### config.mk
export PLATFORM = sky130hd
export DESIGN_NAME = aol_ctrl
export DESIGN_NICKNAME = d
export VERILOG_FILES = /design/src/core/aol_pkg.sv /design/src/core/aol_conv_if.sv /design/src/core/aol_post.sv /design/src/core/aol_ctrl.sv
export SDC_FILE = /design/constraint.sdc
export NUM_CORES = 1
export LEC_CHECK = 0
export BUFFER_PORTS_ARGS = -buffer_cell sky130_fd_sc_hd__buf_4
export CORE_ASPECT_RATIO = 0.8
export CORE_MARGIN = 2
export CORE_UTILIZATION = 45
export CTS_CLUSTER_SIZE = 8
export DETAILED_ROUTE_END_ITERATION = 10
export PLACE_DENSITY = 0.69
export SETUP_SLACK_MARGIN = 0.05
export SYNTH_ARGS = -nofsm -noshare
export SYNTH_HDL_FRONTEND = slang
export SYNTH_SLANG_ARGS = --single-unit
### constraint.sdc
create_clock -name clk -period 7.5 [get_ports clk]
set_input_delay 0.375 -clock clk [delete_from_list [all_inputs] [get_ports clk]]
set_output_delay 0.375 -clock clk [all_outputs]
set_load 0.02 [all_outputs]
### src/core/aol_pkg.sv
// Package of the offset-correcting converter control block.
// Assumes a Wishbone classic slave with 32-bit data and word-aligned registers.
package aol_pkg;
    localparam logic [7:0] OFF_CTRL = 8'h00;
    localparam logic [7:0] OFF_STATUS = 8'h04;
    localparam logic [7:0] OFF_OFFSET = 8'h08;
    localparam logic [7:0] OFF_RESULT = 8'h0C;
    localparam logic [7:0] OFF_CMP = 8'h10;
    localparam logic [15:0] OFFSET_RST = 16'h0000;
    localparam logic [15:0] RESULT_RST = 16'h0000;
    localparam int CTRL_ENABLE = 0;
    localparam int CTRL_SWSTART = 1;
    localparam int CTRL_CONT = 2;
    localparam int CTRL_HWTRIG = 3;
    localparam int CTRL_IRQEN = 4;
    localparam int CTRL_AVGEN = 5;
    localparam int CTRL_CMPEN = 6;
    localparam int CTRL_CAL = 7;
    localparam int CTRL_ASYNC = 8;
    localparam int CTRL_MODE_LO = 9;
    localparam int CTRL_AVGS_LO = 11;
    localparam int CTRL_GT = 13;
    localparam logic [1:0] MODE_8 = 2'h0;
    localparam logic [1:0] MODE_12 = 2'h1;
    localparam logic [1:0] MODE_10 = 2'h2;
    localparam logic [15:0] MAX_8 = 16'h00FF;
    localparam logic [15:0] MAX_10 = 16'h03FF;
    localparam logic [15:0] MAX_12 = 16'h0FFF;
    localparam logic [3:0] CONV_CYCLES = 4'hF;
    localparam logic [3:0] CAL_CYCLES = 4'hF;
    localparam logic [15:0] CAL_OFFSET = 16'h0000;
    localparam int STATUS_DONE = 0;
    localparam int STATUS_ACTIVE = 1;
    localparam int STATUS_CALFAIL = 2;
    typedef enum logic [3:0] {
        ST_IDLE = 4'b0001,
        ST_CONV = 4'b0010,
        ST_POST = 4'b0100,
        ST_CAL = 4'b1000
    } aol_state_t;
endpackage

### src/core/aol_conv_if.sv
// Interface carrying conversion requests to the result post-processor.
// Assumes one clock; valid is a one-cycle pulse.
`timescale 1ns/1ps
interface aol_conv_if;
    logic valid;
    logic [15:0] raw;
    logic [15:0] offset;
    logic [1:0] mode;
    logic [15:0] result;
    modport ctrl(output valid, output raw, output offset, output mode, input result);
    modport post(input valid, input raw, input offset, input mode, output result);
endinterface

### src/core/aol_post.sv
// Offset subtraction and saturation of one conversion or averaged sample.
// Assumes the caller samples the result one cycle after valid.
`timescale 1ns/1ps
module aol_post (
    input wire logic clk,
    input wire logic rstn,
    aol_conv_if.post p
);
    import aol_pkg::*;
    typedef struct packed {
        logic [15:0] result;
    } aol_post_t;
    aol_post_t s_q;
    aol_post_t s_d;
    logic signed [17:0] diff;
    logic [15:0] maxv;
    logic [15:0] ofsAligned;

    // =======================================================
    // Correction
    always_comb begin
        s_d = s_q;
        maxv = MAX_12;
        // Offset is left-justified in 12- and 10-bit modes; 8-bit mode takes bits 14:7 under sign bit 15.
        ofsAligned = {{4{p.offset[15]}}, p.offset[15:4]};
        case (p.mode)
            MODE_8: begin
                maxv = MAX_8;
                ofsAligned = {{8{p.offset[15]}}, p.offset[14:7]};
            end
            MODE_10: begin
                maxv = MAX_10;
                ofsAligned = {{6{p.offset[15]}}, p.offset[15:6]};
            end
            default: begin
            end
        endcase
        if (p.mode == MODE_8) begin
            ofsAligned = {{8{p.offset[15]}}, p.offset[14:7]};
        end
        // Negative offsets add to the result.
        diff = $signed({2'b00, p.raw}) - $signed({ofsAligned[15], ofsAligned[15], ofsAligned});
        if (p.valid) begin
            if (diff < 0) begin
                s_d.result = 16'h0000;
            end else if (diff > $signed({2'b00, maxv})) begin
                s_d.result = maxv;
            end else begin
                s_d.result = diff[15:0];
            end
        end
    end

    always_ff @(posedge clk or negedge rstn) begin
        if (!rstn) begin
            s_q <= '0;
        end else begin
            s_q <= s_d;
        end
    end
    assign p.result = s_q.result;
endmodule

### src/core/aol_ctrl.sv
// Converter control: register file, sequencing, averaging, compare, power modes.
// Assumes a classic Wishbone master, raw samples from the analog core on sampleIn.
// Contract
// Subtract offset from every result.
// Saturate out-of-range corrected results.
// Offset left-justified, sign bit fifteen; the code takes bits 14:7 in 8-bit mode instead.
// Calibration end loads offset register.
// Software may overwrite offset register.
// Offset applies to averaged value.
// Single-ended minimum is zero.
// Twelve, ten, eight bit modes supported.
// Wait mode lets conversion finish.
// Wait starts only by trigger/continuous.
// Synchronous and async clocks usable in wait.
// Done flag per averaging and compare.
// Failed compare in wait returns idle; the code starts the next conversion instead when CTRL_CONT is set.
// Stop without async clock aborts conversion.
// Normal stop keeps all registers; stop during calibration clears CTRL_CAL and sets calFail.
// Software retriggers after aborted stop.
// Async clock keeps running in stop.
// Stop keeps first completed result.
// Failed compare in stop returns idle; with CTRL_ASYNC and CTRL_CONT set the code starts the next conversion instead.
// Low-power stop disables converter.
// Low-power stop exit restores reset values.
// Software calibrates then configures in order.
// Done with enable raises interrupt.
// Upper limit is resolution all-ones.
`timescale 1ns/1ps
module aol_ctrl (
    input wire logic clk,
    input wire logic resetn,
    input wire logic wb_cyc_i,
    input wire logic wb_stb_i,
    input wire logic wb_we_i,
    input wire logic [7:0] wb_adr_i,
    input wire logic [3:0] wb_sel_i,
    input wire logic [31:0] wb_dat_i,
    output logic [31:0] wb_dat_o,
    output logic wb_ack_o,
    input wire logic [15:0] sampleIn,
    input wire logic hwTrigger,
    input wire logic waitMode,
    input wire logic stopMode,
    input wire logic lowPowerStop,
    output logic convIrq
);
    import aol_pkg::*;
    typedef struct packed {
        aol_state_t st;
        logic [15:0] ctrl;
        logic [15:0] offset;
        logic [15:0] result;
        logic [15:0] cmp;
        logic done;
        logic calFail;
        logic [3:0] cnt;
        logic [5:0] avgCnt;
        logic [21:0] acc;
        logic stopFirstHeld;
        logic ack;
        logic [31:0] rdata;
        logic trigPrev;
    } aol_ctrl_t;
    aol_ctrl_t s_q;
    aol_ctrl_t s_d;
    logic [1:0] rstSync;
    logic rstn;
    logic [1:0] trigSync;
    logic [1:0] waitSync;
    logic [1:0] stopSync;
    logic [1:0] lpSync;
    logic [15:0] sampleA;
    logic [15:0] sampleB;
    aol_conv_if cif();

    function automatic logic [5:0] avg_count(input logic [1:0] sel);
        avg_count = 6'(6'h04 << sel);
    endfunction

    function automatic logic [15:0] merge(input logic [15:0] old, input logic [31:0] d, input logic [3:0] sel);
        merge = {sel[1] ? d[15:8] : old[15:8], sel[0] ? d[7:0] : old[7:0]};
    endfunction

    // =======================================================
    // Reset and pin synchronisers
    always_ff @(posedge clk or negedge resetn) begin
        if (!resetn) begin
            rstSync <= 2'h0;
        end else begin
            rstSync <= {rstSync[0], 1'b1};
        end
    end
    assign rstn = rstSync[1];

    always_ff @(posedge clk or negedge rstn) begin
        if (!rstn) begin
            trigSync <= 2'h0;
            waitSync <= 2'h0;
            stopSync <= 2'h0;
            lpSync <= 2'h0;
            sampleA <= 16'h0000;
            sampleB <= 16'h0000;
        end else begin
            trigSync <= {trigSync[0], hwTrigger};
            waitSync <= {waitSync[0], waitMode};
            stopSync <= {stopSync[0], stopMode};
            lpSync <= {lpSync[0], lowPowerStop};
            sampleA <= sampleIn;
            sampleB <= sampleA;
        end
    end

    logic inWait;
    logic inStop;
    logic inLp;
    logic trigEdge;
    logic sleeping;
    logic busWr;
    logic busRd;
    logic cmpTrue;
    logic [15:0] avgValue;
    assign inWait = waitSync[1];
    assign inStop = stopSync[1];
    assign inLp = lpSync[1];
    assign trigEdge = trigSync[1] & ~s_q.trigPrev;
    assign sleeping = inWait | inStop;
    assign busWr = wb_cyc_i & wb_stb_i & wb_we_i & ~s_q.ack;
    assign busRd = wb_cyc_i & wb_stb_i & ~wb_we_i & ~s_q.ack;

    assign cif.valid = (s_q.st == ST_CONV) && (s_q.cnt == 4'h0) && (!s_q.ctrl[CTRL_AVGEN]
        || s_q.avgCnt == avg_count(s_q.ctrl[CTRL_AVGS_LO +: 2]) - 6'h01);
    assign avgValue = s_q.ctrl[CTRL_AVGEN] ? 16'((22'(s_q.acc) + 22'(sampleB)) >> (s_q.ctrl[CTRL_AVGS_LO +: 2] + 2))
        : sampleB;
    assign cif.raw = avgValue;
    assign cif.offset = s_q.offset;
    assign cif.mode = s_q.ctrl[CTRL_MODE_LO +: 2];

    aol_post i_aol_post (
        .clk(clk),
        .rstn(rstn),
        .p(cif.post)
    );

    assign cmpTrue = s_q.ctrl[CTRL_GT] ? (cif.result >= s_q.cmp) : (cif.result < s_q.cmp);

    // =======================================================
    // Sequencing and registers
    always_comb begin
        s_d = s_q;
        s_d.ack = wb_cyc_i & wb_stb_i & ~s_q.ack;
        s_d.trigPrev = trigSync[1];
        if (busRd) begin
            case (wb_adr_i)
                OFF_CTRL: s_d.rdata = {16'h0000, s_q.ctrl};
                OFF_STATUS: s_d.rdata = {29'h0, s_q.calFail, s_q.st != ST_IDLE, s_q.done};
                OFF_OFFSET: s_d.rdata = {16'h0000, s_q.offset};
                OFF_RESULT: s_d.rdata = {16'h0000, s_q.result};
                OFF_CMP: s_d.rdata = {16'h0000, s_q.cmp};
                default: s_d.rdata = 32'h00000000;
            endcase
        end
        if (busRd && wb_adr_i == OFF_RESULT) begin
            s_d.done = 1'b0;
        end
        // The start strobe lives one cycle, so it is cleared before a write may set it.
        s_d.ctrl[CTRL_SWSTART] = 1'b0;
        // Writes are ignored while calibration runs, matching the converter lockout.
        if (busWr && s_q.st != ST_CAL) begin
            case (wb_adr_i)
                OFF_CTRL: s_d.ctrl = merge(s_q.ctrl, wb_dat_i, wb_sel_i);
                OFF_OFFSET: s_d.offset = merge(s_q.offset, wb_dat_i, wb_sel_i);
                OFF_CMP: s_d.cmp = merge(s_q.cmp, wb_dat_i, wb_sel_i);
                default: begin
                end
            endcase
        end
        if (!inStop) begin
            s_d.stopFirstHeld = 1'b0;
        end
        case (s_q.st)
            ST_IDLE: begin
                if (s_q.ctrl[CTRL_CAL]) begin
                    if (s_q.ctrl[CTRL_HWTRIG]) begin
                        s_d.ctrl[CTRL_CAL] = 1'b0;
                        s_d.calFail = 1'b1;
                    end else begin
                        s_d.st = ST_CAL;
                        s_d.cnt = CAL_CYCLES;
                        s_d.calFail = 1'b0;
                    end
                end else if (s_q.ctrl[CTRL_ENABLE] && ((s_q.ctrl[CTRL_HWTRIG] && trigEdge)
                    || (!sleeping && !s_q.ctrl[CTRL_HWTRIG] && s_q.ctrl[CTRL_SWSTART]))) begin
                    s_d.st = ST_CONV;
                    s_d.cnt = CONV_CYCLES;
                    s_d.avgCnt = 6'h00;
                    s_d.acc = 22'h0;
                end
            end
            ST_CONV: begin
                if (s_q.cnt != 4'h0) begin
                    s_d.cnt = s_q.cnt - 4'h1;
                end else if (cif.valid) begin
                    s_d.st = ST_POST;
                end else begin
                    s_d.acc = s_q.acc + 22'(sampleB);
                    s_d.avgCnt = s_q.avgCnt + 6'h01;
                    s_d.cnt = CONV_CYCLES;
                end
            end
            ST_POST: begin
                // A failing compare leaves the flag and result alone.
                if (!s_q.ctrl[CTRL_CMPEN] || cmpTrue) begin
                    if (!s_q.stopFirstHeld) begin
                        s_d.result = cif.result;
                    end
                    if (inStop) begin
                        s_d.stopFirstHeld = 1'b1;
                    end
                    s_d.done = 1'b1;
                end
                if (s_q.ctrl[CTRL_CONT] && s_q.ctrl[CTRL_ENABLE]) begin
                    s_d.st = ST_CONV;
                    s_d.cnt = CONV_CYCLES;
                    s_d.avgCnt = 6'h00;
                    s_d.acc = 22'h0;
                end else begin
                    s_d.st = ST_IDLE;
                end
            end
            ST_CAL: begin
                if (inStop) begin
                    s_d.st = ST_IDLE;
                    s_d.ctrl[CTRL_CAL] = 1'b0;
                    s_d.calFail = 1'b1;
                end else if (s_q.cnt != 4'h0) begin
                    s_d.cnt = s_q.cnt - 4'h1;
                end else begin
                    s_d.st = ST_IDLE;
                    s_d.ctrl[CTRL_CAL] = 1'b0;
                    s_d.offset = CAL_OFFSET;
                    s_d.done = 1'b1;
                end
            end
            default: s_d.st = ST_IDLE;
        endcase
        // Abort drops only the sequence; every register keeps its value.
        if (inStop && !s_q.ctrl[CTRL_ASYNC] && (s_q.st == ST_CONV || s_q.st == ST_POST)) begin
            s_d.st = ST_IDLE;
            s_d.done = s_q.done;
            s_d.result = s_q.result;
        end
        if (inLp) begin
            s_d = '0;
            s_d.st = ST_IDLE;
            s_d.offset = OFFSET_RST;
            s_d.result = RESULT_RST;
        end
    end

    always_ff @(posedge clk or negedge rstn) begin
        if (!rstn) begin
            s_q <= '0;
            s_q.st <= ST_IDLE;
        end else begin
            s_q <= s_d;
        end
    end

    assign wb_ack_o = s_q.ack;
    assign wb_dat_o = s_q.rdata;
    assign convIrq = s_q.done & s_q.ctrl[CTRL_IRQEN];

    logic [15:0] wrLow;
    assign wrLow = wb_dat_i[15:0];
endmodule

==> results.py <==
metrics = {
    "placement": {
        "dpl_worst_slack_ns": 0.932,
        "gp_congestion": 0.910,
        "io_buffers": 68,
        "dpl.hpwl_um": 19400,
    },
    "critical_path": {
        "critPathArrivalTime_ns": 7.04,
        "crit_type": "reg -> reg",
        "path_max_fanout": 11,
        "reg2reg_from": "s_q[35]$_DFFE_PN0P_",
        "slowest_stage": "or4_4",
        "reg2reg_depth": 24,
        "path_delay_family": "compound AO/OA/AOI/OAI gates",
        "crit_path_frequent_cell": "ha_1",
        "setup.worst_path.start_class": "flip-flop",
        "ff2ff_setup_slack_ns": 0.82,
        "cp.required_ns": 7.85,
        "path_buf_inv": 1,
        "critPathCaptureType": "flip-flop",
        "path_cells": "ha_1 -> fa_1 -> a211o_1 -> a2111oi_0 -> o31ai_1 -> xnor2_1 -> nand2_1 -> o211ai_1 -> o21ai_0 -> mux2_2 -> ha_1 -> a2111o_1 -> o2111ai_1 -> nand2_1 -> xnor2_1 -> inv_1 -> ha_1 -> nand4b_1 -> nor2_1 -> nand3_1 -> o41ai_1 -> nand4_1 -> or4_4 -> o211ai_1",
        "rr_endpoint": "i_aol_post.p.result[10]$_DFFE_PN0P_",
        "critPathMaxStageDelay_ns": 0.67,
    },
    "status": {
        "status": "finished clean",
    },
    "min_path": {
        "hp-start": "stopMode",
        "hold_end": "stopSync[0]$_DFF_PN0_",
        "hold_depth": 1,
        "min_path_type": "in -> reg",
    },
    "global_route": {
        "grt.total_usage_pct": 22.3,
        "grt_pass1_wl_um": 44100,
        "antenna_found_initial": 0,
        "first_global_vias": 8270,
        "grt_max_degree": 80,
        "globalRouteOverflowTotal": 0,
    },
    "pwr": {
        "clock_power_share_pct": 37.1,
        "ir_drop_mv": 0.158,
        "p_int_mw": 1.68,
        "power-per-cell-area_nw_per_um2": 209,
        "swShare_pct": 33.5,
        "p_leak_nw": 5.20,
        "p_seq_share_pct": 42.7,
        "comb_power_share_pct": 20.2,
        "power_switching_uw": 846,
    },
    "drt": {
        "drt-vias-per-instance": 5.83,
        "drc": 0,
        "drt_iter0_markers": 700,
        "routed-via-count": 8733,
        "wl_per_cell_um": 18.2,
        "ant_nets": 0,
        "wirelength_um": 27300,
        "dr.pass1.iters": 6,
    },
    "synth": {
        "ys_seq_elements": 178,
        "netlist_area_um2": 10900,
        "synth_area_per_cell_um2": 9.45,
        "synth.top_cell.area_share_pct": 40.7,
        "syn-instance-count": 1150,
        "synth_common_cells": "dfrtp_1, nor2_1, nand2_1, mux2i_1, o21ai_0",
        "yosys.area.top_type": "dfrtp_1",
        "synth_area_leaders": "dfrtp_1, mux2i_1, ha_1, nor2_1, nand2_1",
        "synth_cell_types": 87,
        "synth_edf_count": 0,
        "async_flop_share_pct": 100,
        "ys_seq_area_share_pct": 41.0,
        "yosysWarnings": 0,
        "synth_ff_type": "dfrtp_1",
        "yosysMostFrequentCell": "dfrtp_1",
    },
    "sta": {
        "drv_slew": 0,
        "fin_crit_ns": 6.68,
        "hold_viol": 0,
        "rsz0062_at_grt": "false",
        "final.period_utilization_pct": 89.1,
        "relSlewSlack_pct": 15.6,
        "finalSetupViolCount": 0,
        "max_freq_mhz": 150,
        "fin_ws_ns": 0.815,
        "worst_pin_slew_ns": 1.26,
        "clock_skew_ns": 0.0229,
        "tns_ns": 0,
    },
    "clock_tree": {
        "clk_latency_ns": 0.45,
        "clockBufferDepth": 2,
        "clkTransAtPathRegs_ns": 0.08,
        "htree_levels": 4,
        "cts_sinks": 178,
        "numCtsBuffers": 17,
        "post_cts_buffers": 0,
        "cts_resized": 0,
        "root_buffer": "clkbuf_16",
        "cts_tree": "built",
    },
    "layout": {
        "nets": 1298,
        "syn2layout_area_growth_pct": 11.0,
        "drive_gt1_share_pct": 12.5,
        "nFillCells": 2186,
        "register_area_um2": 4460,
        "multi_input_area_um2": 5820,
        "n_antenna_cell": 0,
    },
    "floorplan": {
        "ios": 103,
        "die_w_um": 178,
        "core_area_um2": 23600,
        "initial_core_util_pct": 46.1,
        "fp.dieArea_um2": 25400,
        "rows": 50,
        "fp.dieH_um": 143,
    },
    "run": {
        "maxCapViolCount": 0,
    },
}
## per-layer routing
metal	vias up	wire, um	global-route usage (%)	part of all wire (%)
li1	4178	-	-	-
met1	4290	13400	33.5	49
met2	247	11800	32.5	43
met3	18	1860	4.87	6.8
met4	0	254	5.13	0.93
met5	-	0	0	0
## worst max path at each step
| stage | from | to | slack (ns) | depth (start not counted) |
|---|---|---|---|---|
| CTS | s_q[35]$_DFFE_PN0P_ | i_aol_post.p.result[11]$_DFFE_PN0P_ | 0.85 | 24 |
| global placement | s_q[35]$_DFFE_PN0P_ | i_aol_post.p.result[11]$_DFFE_PN0P_ | 1.05 | 24 |
| detailed placement | s_q[35]$_DFFE_PN0P_ | i_aol_post.p.result[11]$_DFFE_PN0P_ | 0.93 | 24 |
| floorplan | s_q[35]$_DFFE_PN0P_ | i_aol_post.p.result[10]$_DFFE_PN0P_ | 1.98 | 24 |
| finish | s_q[35]$_DFFE_PN0P_ | i_aol_post.p.result[10]$_DFFE_PN0P_ | 0.82 | 24 |
| global route | s_q[35]$_DFFE_PN0P_ | i_aol_post.p.result[11]$_DFFE_PN0P_ | 0.27 | 24 |
## power groups by stage
stage               registers [mW]  logic [mW]  clock network [mW]
floorplan                     1.08       0.378                   0
global route                  1.09       0.576               0.994
global placement              1.09       0.490                   0
CTS                           1.08       0.507               0.955
detailed placement            1.09       0.500                   0
finish                        1.08       0.510               0.937
## stage by stage
stage	cells	cell area [um2]	total power, mW	util, %	hold slack, ns
CTS	1497	12100	2.54	51.2	0.0130
detailed placement	1464	11400	1.60	48.5	0.159
global placement	1464	11400	1.58	48.5	0.158
finish	1497	12100	2.53	51.2	0.0258
global route	1497	12100	2.66	51.2	0.0133
floorplan	1165	10900	1.46	-	0.0794
## cell families (layout without fill, tap and decap cells)
logic type / after synthesis / in the layout / synth area share, %
AND/OR/NAND/NOR: 358 / 358 / 16.7
other: 2 / 17 / 0.0691
buffers and inverters: 139 / 159 / 6.12
flip-flops: 178 / 178 / 41.0
XOR/XNOR: 29 / 29 / 2.34
multiplexers: 92 / 92 / 8.63
adder cells (fa/ha/maj): 57 / 57 / 6.70
AO/OA/AOI/OAI: 295 / 295 / 18.4
## timing repair
item                       in CTS  in global routing
hold endpoints to repair        2                  0
setup endpoints to repair       0                  0
hold buffers                    1                  0
## sequential cells by signal, indices dropped and copies added (netlist names)
| signal | flops |
|---|---|
| lpSync | 2 |
| sampleA | 16 |
| stopSync | 2 |
| cif.mode | 2 |
| wb_dat_o | 16 |
| rstSync | 2 |
| i_aol_post.p.result | 16 |
| s_q | 85 |
| sampleB | 16 |
| trigSync | 2 |
| wb_ack_o | 1 |
| cif.offset | 16 |
| waitSync | 2 |
## final cells by class
cell class | count | area share, %
well taps | 312 | 3.24
clock buffers | 17 | 3.53
clock inverters | 15 | 1.67
multi-input cells | 848 | 48.2
inverters | 50 | 1.56
repair buffers | 77 | 4.81
flip-flops and latches | 178 | 37.0
## layout by cell type (no fill, tap or decap), types with 13 or more instances in the layout
cell       count
a211oi_1      13
a21oi_1       60
a222oi_1      14
a22o_1        22
buf_4         76
clkbuf_16     17
conb_1        17
dfrtp_1      175
ha_1          55
inv_1         49
mux2_2        13
mux2i_1       78
nand2_1       94
nand2b_1      39
nand3_1       20
nor2_1       102
nor3_1        13
nor4_1        14
o21ai_0       62
o21ai_1       16
xnor2_1       16
xor2_1        13
Note: power is estimated with default switching activity, not from simulation.
